===== src/verilog/gpl_defines.svh =====
// Register offsets, field positions, reset values and codes for the pin block.
`ifndef GPL_DEFINES_SVH
`define GPL_DEFINES_SVH
`define GPL_ADDR_FUNC_SEL 8'hE0
`define GPL_ADDR_DIRECTION 8'hE1
`define GPL_ADDR_OUT_TYPE 8'hE2
`define GPL_ADDR_IN_LEVELS 8'hE3
`define GPL_ADDR_OUT_VALUES 8'hE4
`define GPL_ADDR_ALERT_EN 8'hE5
`define GPL_ADDR_CHG_FLAGS 8'hE6
`define GPL_ADDR_LOCK 8'hEF
`define GPL_ADDR_STRAP 8'hFC
`define GPL_ADDR_PRODUCT 8'hFD
`define GPL_ADDR_MAKER 8'hFE
`define GPL_ADDR_REVISION 8'hFF
`define GPL_RST_FUNC_SEL 8'h01
`define GPL_RST_DIRECTION 8'h00
`define GPL_RST_OUT_TYPE 8'h00
`define GPL_RST_OUT_VALUES 8'h00
`define GPL_RST_ALERT_EN 8'h00
`define GPL_RST_LOCK 8'h00
`define GPL_BIT_FAN_A_OT 6
`define GPL_BIT_LOCK 0
`define GPL_STRAP_TRANSISTOR 2'h0
`define GPL_STRAP_DIODE 2'h1
`define GPL_STRAP_INTERNAL 2'h2
`define GPL_FIXED_BETA 4'hF
`endif


===== src/verilog/gpl_pkg.sv =====
// Types shared by the pin block and its bench.
package gpl_pkg;
  typedef struct packed {
    logic wr;
    logic rd;
    logic [7:0] addr;
    logic [7:0] wdata;
  } gpl_reg_req_type;
  typedef struct packed {
    logic transistor_mode;
    logic auto_beta;
    logic [3:0] fixed_beta;
    logic error_correction;
    logic high_range;
    logic internal_diode;
  } gpl_strap_cfg_type;
endpackage : gpl_pkg

===== src/verilog/gpl_pins.sv =====
// General-purpose pins with change flags, write lock, strap and identity.
//
// How it works
// Fan drive output is open drain when its type bit is 0, push-pull at 1.
// Each pin uses open drain at type 0 and push-pull at type 1.
// Output type applies in general-purpose output or fan drive role.
// Input register returns present pin levels regardless of function.
// Level change on an alert-enabled general-purpose input raises alert unless masked.
// Open drain: bit 1 releases the pin, bit 0 drives low.
// Push-pull: pin follows the output bit right after it is written.
// Output bit acts only when the pin is general-purpose and output.
// Per-pin alert enable lets a change raise the alert.
// Alert enable ignored when pin is not a general-purpose input.
// Change flag sets on every edge of a general-purpose input.
// Change flags stay set until the flag register is read.
// Summary status bit is high while any change flag is set.
// Lock bit makes lockable registers read-only until hard reset.
// The lock register is itself lockable.
// Strap register shows the two-bit shutdown strap state.
// Strap code selects diode mode, beta, correction and shutdown range.
// Product code register is fixed read-only.
// Maker code register is fixed read-only.
// Die revision register is fixed read-only.
// Direction bit 0 is input, 1 output, ignored outside pin function.
// Function select 1 makes the shared pin general-purpose.
// An edge during a flag read stays flagged.
// Pin inputs are synchronised before edge detection.
`timescale 1ns/1ps
`include "gpl_defines.svh"
module gpl_pins #(
  parameter int NUM_PINS = 3,
  parameter logic [7:0] PRODUCT_CODE = 8'hA5,
  parameter logic [7:0] MAKER_CODE = 8'h3C,
  parameter logic [7:0] REVISION_CODE = 8'h01
) (
  input wire logic clk_in,
  input wire logic rstn_in,
  input wire gpl_pkg::gpl_reg_req_type reg_req_in,
  output logic [7:0] reg_rdata_out,
  input wire logic [NUM_PINS-1:0] pin_level_in,
  output logic [NUM_PINS-1:0] pin_drive_out,
  output logic [NUM_PINS-1:0] pin_oe_out,
  input wire logic fan_drive_a_level_in,
  input wire logic fan_drive_a_active_in,
  output logic fan_drive_a_output_out,
  output logic fan_drive_a_oe_out,
  input wire logic [1:0] shutdown_strap_select_in,
  input wire logic alert_mask_in,
  output logic alert_out,
  output logic pin_status_summary_out,
  output gpl_pkg::gpl_strap_cfg_type strap_cfg_out,
  output logic [NUM_PINS-1:0] pin_function_out
);
  import gpl_pkg::*;

  // Registers hold three pin bits; the upper bits are not implemented, except the fan output type bit 6 of the output type register.
  if (NUM_PINS != 3)
  begin : g_bad_pin_count
    $error("gpl_pins supports exactly three pins");
  end

  logic [NUM_PINS-1:0] pin_a_function_select;
  logic [NUM_PINS-1:0] pin_direction;
  logic [NUM_PINS-1:0] pin_output_type;
  logic fan_drive_a_output_type;
  logic [NUM_PINS-1:0] pin_output_value;
  logic [NUM_PINS-1:0] pin_change_alert_enable;
  logic [NUM_PINS-1:0] pin_change_flag;
  logic lock;
  logic [NUM_PINS-1:0] sync_meta;
  logic [NUM_PINS-1:0] pin_input_level;
  logic [NUM_PINS-1:0] prev_level;
  logic started;
  logic [1:0] warm_count;
  logic [1:0] strap_state;
  logic strap_taken;
  logic [NUM_PINS-1:0] gp_output;
  logic [NUM_PINS-1:0] gp_input;
  logic [NUM_PINS-1:0] edge_seen;
  logic flag_read;
  logic reg_wr_ok;

  assign reg_wr_ok = reg_req_in.wr && !lock;
  assign flag_read = reg_req_in.rd &&
                     (reg_req_in.addr == `GPL_ADDR_CHG_FLAGS);
  assign gp_output = pin_a_function_select & pin_direction;
  assign gp_input = pin_a_function_select & ~pin_direction;

  // Control registers, all frozen by the lock bit.
  always_ff @(posedge clk_in)
  begin
    if (!rstn_in)
    begin
      pin_a_function_select <= NUM_PINS'(`GPL_RST_FUNC_SEL);
      pin_direction <= NUM_PINS'(`GPL_RST_DIRECTION);
      pin_output_type <= NUM_PINS'(`GPL_RST_OUT_TYPE);
      fan_drive_a_output_type <= 1'b0;
      pin_output_value <= NUM_PINS'(`GPL_RST_OUT_VALUES);
      pin_change_alert_enable <= NUM_PINS'(`GPL_RST_ALERT_EN);
      lock <= 1'b0;
    end
    else if (reg_wr_ok)
    begin
      case (reg_req_in.addr)
        `GPL_ADDR_FUNC_SEL:
          pin_a_function_select <= reg_req_in.wdata[NUM_PINS-1:0];
        `GPL_ADDR_DIRECTION:
          pin_direction <= reg_req_in.wdata[NUM_PINS-1:0];
        `GPL_ADDR_OUT_TYPE:
        begin
          pin_output_type <= reg_req_in.wdata[NUM_PINS-1:0];
          fan_drive_a_output_type <=
            reg_req_in.wdata[`GPL_BIT_FAN_A_OT];
        end
        `GPL_ADDR_OUT_VALUES:
          pin_output_value <= reg_req_in.wdata[NUM_PINS-1:0];
        `GPL_ADDR_ALERT_EN:
          pin_change_alert_enable <= reg_req_in.wdata[NUM_PINS-1:0];
        `GPL_ADDR_LOCK:
          lock <= reg_req_in.wdata[`GPL_BIT_LOCK];
        default:
        begin
        end
      endcase
    end
  end

  // Two-stage synchroniser, then a held copy for edge comparison.
  always_ff @(posedge clk_in)
  begin
    if (!rstn_in)
    begin
      sync_meta <= '0;
      pin_input_level <= '0;
      prev_level <= '0;
      warm_count <= 2'h0;
    end
    else
    begin
      sync_meta <= pin_level_in;
      pin_input_level <= sync_meta;
      prev_level <= pin_input_level;
      if (warm_count != 2'h3)
      begin
        warm_count <= warm_count + 2'h1;
      end
    end
  end

  // Compares wait until both held copies carry real pin levels.
  // Otherwise the zero left by reset would look like an edge.
  assign started = (warm_count == 2'h3);

  assign edge_seen = (pin_input_level ^ prev_level) & gp_input &
                     {NUM_PINS{started}};

  // Change flags: set wins over the clear that a read performs.
  always_ff @(posedge clk_in)
  begin
    if (!rstn_in)
    begin
      pin_change_flag <= '0;
    end
    else if (flag_read)
    begin
      pin_change_flag <= edge_seen;
    end
    else
    begin
      pin_change_flag <= pin_change_flag | edge_seen;
    end
  end

  // Alert follows flags of enabled general-purpose inputs.
  always_ff @(posedge clk_in)
  begin
    if (!rstn_in)
    begin
      alert_out <= 1'b0;
    end
    else
    begin
      alert_out <= !alert_mask_in &&
                   |(pin_change_flag & pin_change_alert_enable &
                     gp_input);
    end
  end

  assign pin_status_summary_out = |pin_change_flag;

  // Strap level is caught once after reset release.
  always_ff @(posedge clk_in)
  begin
    if (!rstn_in)
    begin
      strap_state <= 2'h0;
      strap_taken <= 1'b0;
    end
    else if (!strap_taken)
    begin
      strap_state <= shutdown_strap_select_in;
      strap_taken <= 1'b1;
    end
  end

  always_comb
  begin
    strap_cfg_out = '0;
    case (strap_state)
      `GPL_STRAP_TRANSISTOR:
      begin
        strap_cfg_out.transistor_mode = 1'b1;
        strap_cfg_out.auto_beta = 1'b1;
        strap_cfg_out.error_correction = 1'b1;
        strap_cfg_out.high_range = 1'b1;
      end
      `GPL_STRAP_DIODE:
        strap_cfg_out.fixed_beta = `GPL_FIXED_BETA;
      `GPL_STRAP_INTERNAL:
        strap_cfg_out.internal_diode = 1'b1;
      default:
        strap_cfg_out = '0;
    endcase
  end

  // Pin drivers.
  genvar gi;
  generate
    for (gi = 0; gi < NUM_PINS; gi = gi + 1)
    begin : g_pin
      always_ff @(posedge clk_in)
      begin
        if (!rstn_in)
        begin
          pin_drive_out[gi] <= 1'b0;
          pin_oe_out[gi] <= 1'b0;
        end
        else if (gp_output[gi])
        begin
          pin_drive_out[gi] <= pin_output_value[gi];
          pin_oe_out[gi] <= pin_output_type[gi] ||
                            !pin_output_value[gi];
        end
        else
        begin
          pin_drive_out[gi] <= 1'b0;
          pin_oe_out[gi] <= 1'b0;
        end
      end
    end
  endgenerate

  // Fan drive pin; driven while fan_drive_a_active_in is high, at push-pull or with level low at open drain, whatever the function select.
  always_ff @(posedge clk_in)
  begin
    if (!rstn_in)
    begin
      fan_drive_a_output_out <= 1'b0;
      fan_drive_a_oe_out <= 1'b0;
    end
    else
    begin
      fan_drive_a_output_out <= fan_drive_a_level_in;
      fan_drive_a_oe_out <= fan_drive_a_active_in &&
                            (fan_drive_a_output_type ||
                             !fan_drive_a_level_in);
    end
  end

  assign pin_function_out = pin_a_function_select;

  // Read data, registered.
  always_ff @(posedge clk_in)
  begin
    if (!rstn_in)
    begin
      reg_rdata_out <= 8'h00;
    end
    else if (reg_req_in.rd)
    begin
      case (reg_req_in.addr)
        `GPL_ADDR_FUNC_SEL: reg_rdata_out <= 8'(pin_a_function_select);
        `GPL_ADDR_DIRECTION: reg_rdata_out <= 8'(pin_direction);
        `GPL_ADDR_OUT_TYPE:
          reg_rdata_out <= {1'b0, fan_drive_a_output_type, 3'b000,
                            pin_output_type};
        `GPL_ADDR_IN_LEVELS: reg_rdata_out <= 8'(pin_input_level);
        `GPL_ADDR_OUT_VALUES: reg_rdata_out <= 8'(pin_output_value);
        `GPL_ADDR_ALERT_EN: reg_rdata_out <= 8'(pin_change_alert_enable);
        `GPL_ADDR_CHG_FLAGS: reg_rdata_out <= 8'(pin_change_flag);
        `GPL_ADDR_LOCK: reg_rdata_out <= {7'h00, lock};
        `GPL_ADDR_STRAP: reg_rdata_out <= {6'h00, strap_state};
        `GPL_ADDR_PRODUCT: reg_rdata_out <= PRODUCT_CODE;
        `GPL_ADDR_MAKER: reg_rdata_out <= MAKER_CODE;
        `GPL_ADDR_REVISION: reg_rdata_out <= REVISION_CODE;
        default: reg_rdata_out <= 8'h00;
      endcase
    end
  end
endmodule : gpl_pins


===== config.mk =====
export PLATFORM = sky130hd
export DESIGN_NAME = gpl_pins
export DESIGN_NICKNAME = d
export VERILOG_FILES = /design/src/verilog/gpl_pkg.sv /design/src/verilog/gpl_pins.sv
export VERILOG_INCLUDE_DIRS = /design/src /design/src/verilog
export SDC_FILE = /design/constraint.sdc
export NUM_CORES = 1
export LEC_CHECK = 0
export ABC_AREA = 1
export CAP_MARGIN = 40
export CORE_MARGIN = 3
export CORE_UTILIZATION = 40
export CTS_BUF_LIST = sky130_fd_sc_hd__clkbuf_16
export DETAILED_ROUTE_END_ITERATION = 12
export DONT_BUFFER_PORTS = 1
export PLACE_DENSITY_LB_ADDON = 0.15
export SLEW_MARGIN = 20
export SYNTH_ARGS = -nofsm -noshare
export SYNTH_HDL_FRONTEND = slang
export SYNTH_SLANG_ARGS = --single-unit

===== constraint.sdc =====
create_clock -name clk_in -period 3.2 [get_ports clk_in]
set_input_delay 0.64 -clock clk_in [delete_from_list [all_inputs] [get_ports clk_in]]
set_output_delay 0.64 -clock clk_in [all_outputs]
set_load 0.01 [all_outputs]

# Word level (Yosys, flattened, before mapping)
# Cells that the tools add are included.
[op_classes] eq_ne=16 muxes=6 mul=0 bitwise_logic=9 shifts=0 div=0 reduce_logical=26 add_sub_neg=1 order_cmp=0
[op_table] cell="$eq A8 B8 Y1 const B" n=12
[op_table] cell="$pmux W8 S12" n=1
[op_table] cell="$and A3 B3 Y3" n=6
[op_table] cell="$reduce_and A2 Y1" n=9
[op_table] cell="$logic_not A1 Y1" n=6
[op_table] cell="$reduce_or A3 Y1" n=2
[op_table] cell="$eq A2 B2 Y1 const B" n=2
[op_table] cell="$logic_and A1 B1 Y1" n=4
[op_table] cell="$logic_or A1 B1 Y1" n=4
[op_table] cell="$mux W4" n=1
[op_table] cell="$mux W3" n=1
[op_table] cell="$not A3 Y3" n=1
[op_table] cell="$or A3 B3 Y3" n=1
[op_table] cell="$xor A3 B3 Y3" n=1
[op_table] cell="$add A2 B1 Y2 const B" n=1
[op_table] cell="$eq A2 B1 Y1 const B" n=1
[op_table] cell="$logic_not A2 Y1" n=1
[op_table] cell="$mux W1" n=2
[op_table] cell="$mux W2" n=1
[op_table] cell="$ne A2 B2 Y1 const B" n=1
[totals] ramBits=0 mem_count=0 wordCells=82 ff_bits=51 romBits=0 in_bits=28 latchBits=0 output_inout_bits=30

# Logic depth before layout (Yosys ltp)
[logic_depth] depth_word=6 mapped_depth=10 ltp_nobuf=9

# Least setup slack after synthesis
# Ideal clock, no wire load.
[synth_path] path_type="in2reg" startpoint="input port reg_req_in[12] (netlist bit)" endpoint="register pin_change_alert_enable[0]" required_ns=3.079 arrival_time_ns=1.387 path_stages=7 path_buffers=1 slack_ns=1.692 setup_ns=0.121 cell_sequence="inv_1 > nand2_2 > nor2_8 > buf_6 > nand3_1 > o21ai_0 > a21oi_1"
[synth_via] elab_chain_len=2
[synth_lines] element="from (decl)" line="gpl_pins.sv:38" source="input wire gpl_pkg::gpl_reg_req_type reg_req_in,"
[synth_lines] element="$eq A8 B8 Y1" line="gpl_pins.sv:104" source="case (reg_req_in.addr)"
[synth_lines] element="$reduce_and A2 Y1 (no source line)"
[synth_lines] element="to (signal assigned)" line="gpl_pins.sv:99" source="pin_change_alert_enable <= NUM_PINS'(`GPL_RST_ALERT_EN);"
[synth_lines] element="to (signal assigned)" line="gpl_pins.sv:118" source="pin_change_alert_enable <= reg_req_in.wdata[NUM_PINS-1:0];"
[synth_lines] element="to (decl)" line="gpl_pins.sv:67" source="logic [NUM_PINS-1:0] pin_change_alert_enable;"
# No other way between the ends.
# A chain may end at the register's enable or synchronous reset.

# Final worst setup path
[layout_path] startpoint="register strap_state[0]" endpoint="output port strap_cfg_out[6] (netlist bit)"
[layout_via] elab_chain_len=2
[layout_lines] element="from (decl)" line="gpl_pins.sv:75" source="logic [1:0] strap_state;"
[layout_lines] element="from (signal assigned)" line="gpl_pins.sv:201" source="strap_state <= shutdown_strap_select_in;"
[layout_lines] element="$eq A2 B1 Y1" line="gpl_pins.sv:209" source="case (strap_state)"
[layout_lines] element="$mux W4" line="gpl_pins.sv:209"
[layout_lines] element="to (decl)" line="gpl_pins.sv:51" source="output gpl_pkg::gpl_strap_cfg_type strap_cfg_out,"
# No other way between the ends.

==> run summary <==
The initial utilization of the core area, before any placement, comes to 42.0%. After synthesis the netlist holds a flip-flop and latch count of 50. Global routing finished with a remaining overflow of 0. The vias per cell came out at 4.89.

Traced cell by cell, the critical path runs through inv_1 -> nor2_1. Cell chosen for the clock root: sky130_fd_sc_hd__clkbuf_16. The worst-margin pin slew is 720 ps. Along the worst hold path, the cell count comes to 0. The flow ran to the end, and the final reports show no timing, DRC or antenna violations. The placed standard-cell area came out at 2160 µm². The most common cell after layout, fill and taps aside was sky130_fd_sc_hd__dfxtp_1. The type of the tightest min-delay check is input pin to register.

The worst setup path is captured at an output pin. The hold buffer count at cts was 0. The run gives 1.01 nW as the standby leakage power. The highest net fanout along the worst path works out to 4. The top-level port count was 58; the number of buffer and inverter stages on the critical path was 1. After detailed routing, the average wire length per cell comes to 13.1 µm. The startpoint of the worst hold path was rstn_in.

The chip height came out at 79.7 µm. The tools report the later-pin clock latency in the skew report as 280 ps. After clock tree synthesis, the clock-pin slew on the worst setup and hold paths is 60 ps. The most area-hungry cell type in the Yosys netlist was sky130_fd_sc_hd__dfxtp_1. The startpoint identified for the worst register-to-register timing path is lock.

The run gives 0 as the post-detailed-route count of antenna-violating nets. Input and output buffers added on the ports amount to 0. Yosys attributes the largest share of cell area to sky130_fd_sc_hd__dfxtp_1, sky130_fd_sc_hd__nand3_1, sky130_fd_sc_hd__nand2_1. Final number of max-transition violations: 0.

Entering global routing, the biggest net connects 37 pins. The critical path's top delay family was simple AND/OR/NAND/NOR gates. The total negative slack is 0 ps. The core region is 5170 µm².

For the flop-to-flop setup slack, the log shows 1910 ps. The number of gates resized after CTS was 0. Setup repair after global routing left no endpoint under its margin. The maximum VDD drop is 0.339 mV.

The tools report the final clock skew as 3.72 ps. The start point of the critical path was strap_state[0]. The logs give 2170 µm² for the post-synthesis cell area and 3540 µm for the estimated wirelength of the detail-placed design.

Total routing resource utilization after global routing: 16.0%. The number of setup violations in the final report is 0. The average instance area after synthesis is 7.31 µm², and the fraction of the mapped netlist area in adder cells is 0.576%.

Number of global-route vias before repair: 1,682. The logic depth of the worst setup path including buffers was 2; the die width was 79.7 µm. The signed area change from the synthesized netlist to the final layout was 7.09%. TritonCTS created 5 clock buffers. The first global-routing pass estimated 7980 µm of wire. The logs give 6350 µm² for the die outline area and 46.1% for the sequential-to-total area share from yosys stat. The run gives 4 as the first-pass iteration count of the detailed router.

After Yosys synthesis, and, or, nand and nor cells account for 27.4% of the synthesized area. After floorplanning, the core was divided into 26 placement rows. The worst setup path is launched from a register. The final critical path takes up 60.5% of the cycle. The largest single stage delay on the critical path is 550 ps. The mux contribution to synthesized area came out at 0%. The tools report the endpoint of the most critical register-to-register path as pin_direction[0]. TritonCTS built the clock tree.

Measured against its own limit, the worst slew margin works out to 51.8%. The tools report the routed wire length as 4730 µm. The total power per unit cell area was 553 nW/µm².

The maximum clock frequency was 0.517 GHz. The worst setup path is of the register to output pin kind. The number of hold violations in the final report came out at 0. For this design, the slowest cell found on the critical path is sky130_fd_sc_hd__nor2_1. The xor/xnor share of the synthesized area was 1.21%; the proportion of netlist area held by the largest area contributor was 46.1%. Summing all non-filler instances in the final layout gives an area of 2330 µm². The detailed router finished its first iteration with 118 violations. Data on the critical path is required at its endpoint by 2560 ps.

Summing the areas of all compound-gate instances in the mapped netlist gives 13.1% of the synthesized area. For hold timing, the worst endpoint is strap_taken. The run gives 0.891 as the routability congestion estimate.

For the TritonCTS sink count, the log shows 50. The number of remaining DRC errors was 0; the maximum number of buffers from clock root to sink was 2. Of the cells placed in the final design, the portion with a size suffix greater than 1 is 6.21%. After technology mapping, the gate count stands at 297. The run gives 318 as the number of nets in the finished design. For the finished layout, the period the worst path requires is 1930 ps. 0 antenna diodes ended up in the layout. STA puts the critical path data arrival time at 1290 ps. The number of setup buffers added after CTS is 0. The library cells used most frequently in the layout, excluding fill and tap cells, are sky130_fd_sc_hd__dfxtp_1, sky130_fd_sc_hd__nand2_1, sky130_fd_sc_hd__inv_1. The H-tree generated during clock tree synthesis spans 2 levels. After synthesis, the largest family of logic cells by area is simple AND/OR/NAND/NOR gates. The final route contains 1,759 vias. The synthesized netlist net count was 326; the worst reg-to-reg path cell count was 6. The logs give 24 for the number of unique standard cell types used by synthesis and 0 for the number of warning messages in the yosys log. Across the run, the number of max-cap violations was 0.

For the number of antenna violations at the first check in global routing, the log shows 0.
[cells by family (layout without fill, tap and decap cells)]
kind of cell	count (synthesis)	in the layout
fa+ha+maj	1	1
flops	50	50
simple gates	133	133
xor+xnor	3	3
compound gates	54	54
buf+inv	56	49
[metal layers]
metal | GRT usage (%) | wire length, µm | up-vias
li1 | - | - | 928
met1 | 21.2 | 2170 | 786
met2 | 26.0 | 2180 | 41
met3 | 4.18 | 331 | 4
met4 | 4.12 | 50 | 0
met5 | 0 | 0 | -
[power breakdown]
group	total, mW	switching, mW	leakage [nW]	internal, mW
registers	0.646	0.00987	0.406	0.636
logic	0.0579	0.0409	0.516	0.0170
clock network	0.583	0.217	0.0836	0.366
total	1.29	0.268	1.01	1.02
[cell usage after synthesis]
cell type and number:
sky130_fd_sc_hd__nand3b_1 1, sky130_fd_sc_hd__o21a_1 1, sky130_fd_sc_hd__buf_6 2, sky130_fd_sc_hd__nor2_1 34
sky130_fd_sc_hd__xor2_1 3, sky130_fd_sc_hd__buf_4 7, sky130_fd_sc_hd__or3_1 1, sky130_fd_sc_hd__ha_1 1
sky130_fd_sc_hd__nand4_1 3, sky130_fd_sc_hd__nand2_2 3, sky130_fd_sc_hd__inv_2 1, sky130_fd_sc_hd__a21oi_1 30
sky130_fd_sc_hd__o21ai_0 20, sky130_fd_sc_hd__clkbuf_1 5, sky130_fd_sc_hd__nor3_1 1, sky130_fd_sc_hd__buf_2 1
sky130_fd_sc_hd__nand3_2 1, sky130_fd_sc_hd__nor2_2 1, sky130_fd_sc_hd__nor2_8 1, sky130_fd_sc_hd__nand3_1 39
sky130_fd_sc_hd__a21oi_2 3, sky130_fd_sc_hd__dfxtp_1 50, sky130_fd_sc_hd__inv_1 40, sky130_fd_sc_hd__nand2_1 48
[how the worst max path moves through the flow]
stage | slack, ps | endpoint
floorplan | 1690 | pin_change_alert_enable[0]
global placement | 1330 | pin_output_type[1]
detailed placement | 1300 | pin_output_type[0]
CTS | 1250 | strap_cfg_out[6]
global route | 1190 | strap_cfg_out[6]
finish | 1270 | strap_cfg_out[6]
[registers in the layout, indices dropped and copies added, names as in the netlist]
name and flops:
pin_input_level 3, warm_count 2, pin_drive_out 3, pin_change_flag 3, strap_taken 1, strap_state 2, pin_output_type 3, fan_drive_a_output_type 1
lock 1, pin_function_out 3, prev_level 3, sync_meta 3, alert_out 1, pin_direction 3, fan_drive_a_output_out 1, reg_rdata_out 7
pin_output_value 3, pin_oe_out 3, pin_change_alert_enable 3, fan_drive_a_oe_out 1
[stage by stage]
step | setup slack (ps) | util, % | instances | hold WS [ps] | power, mW
floorplan | 1690 | - | 297 | 390 | 0.724
global placement | 1330 | 41.8 | 352 | 393 | 0.717
detailed placement | 1300 | 41.8 | 352 | 401 | 0.719
CTS | 1250 | 45.0 | 360 | 380 | 1.30
global route | 1190 | 45.0 | 360 | 374 | 1.34
finish | 1270 | 45.0 | 360 | 384 | 1.29
[final cells by class]
class                      count  area [µm²]
sequential                    50        1000
multi-input combinational    191         918
tap                           70        87.6
inverter                      41         154
fill                         545        2850
clock buffer                   5         125
clock inverter                 3        40.0
No activity file was read; power rests on OpenSTA's default activity.
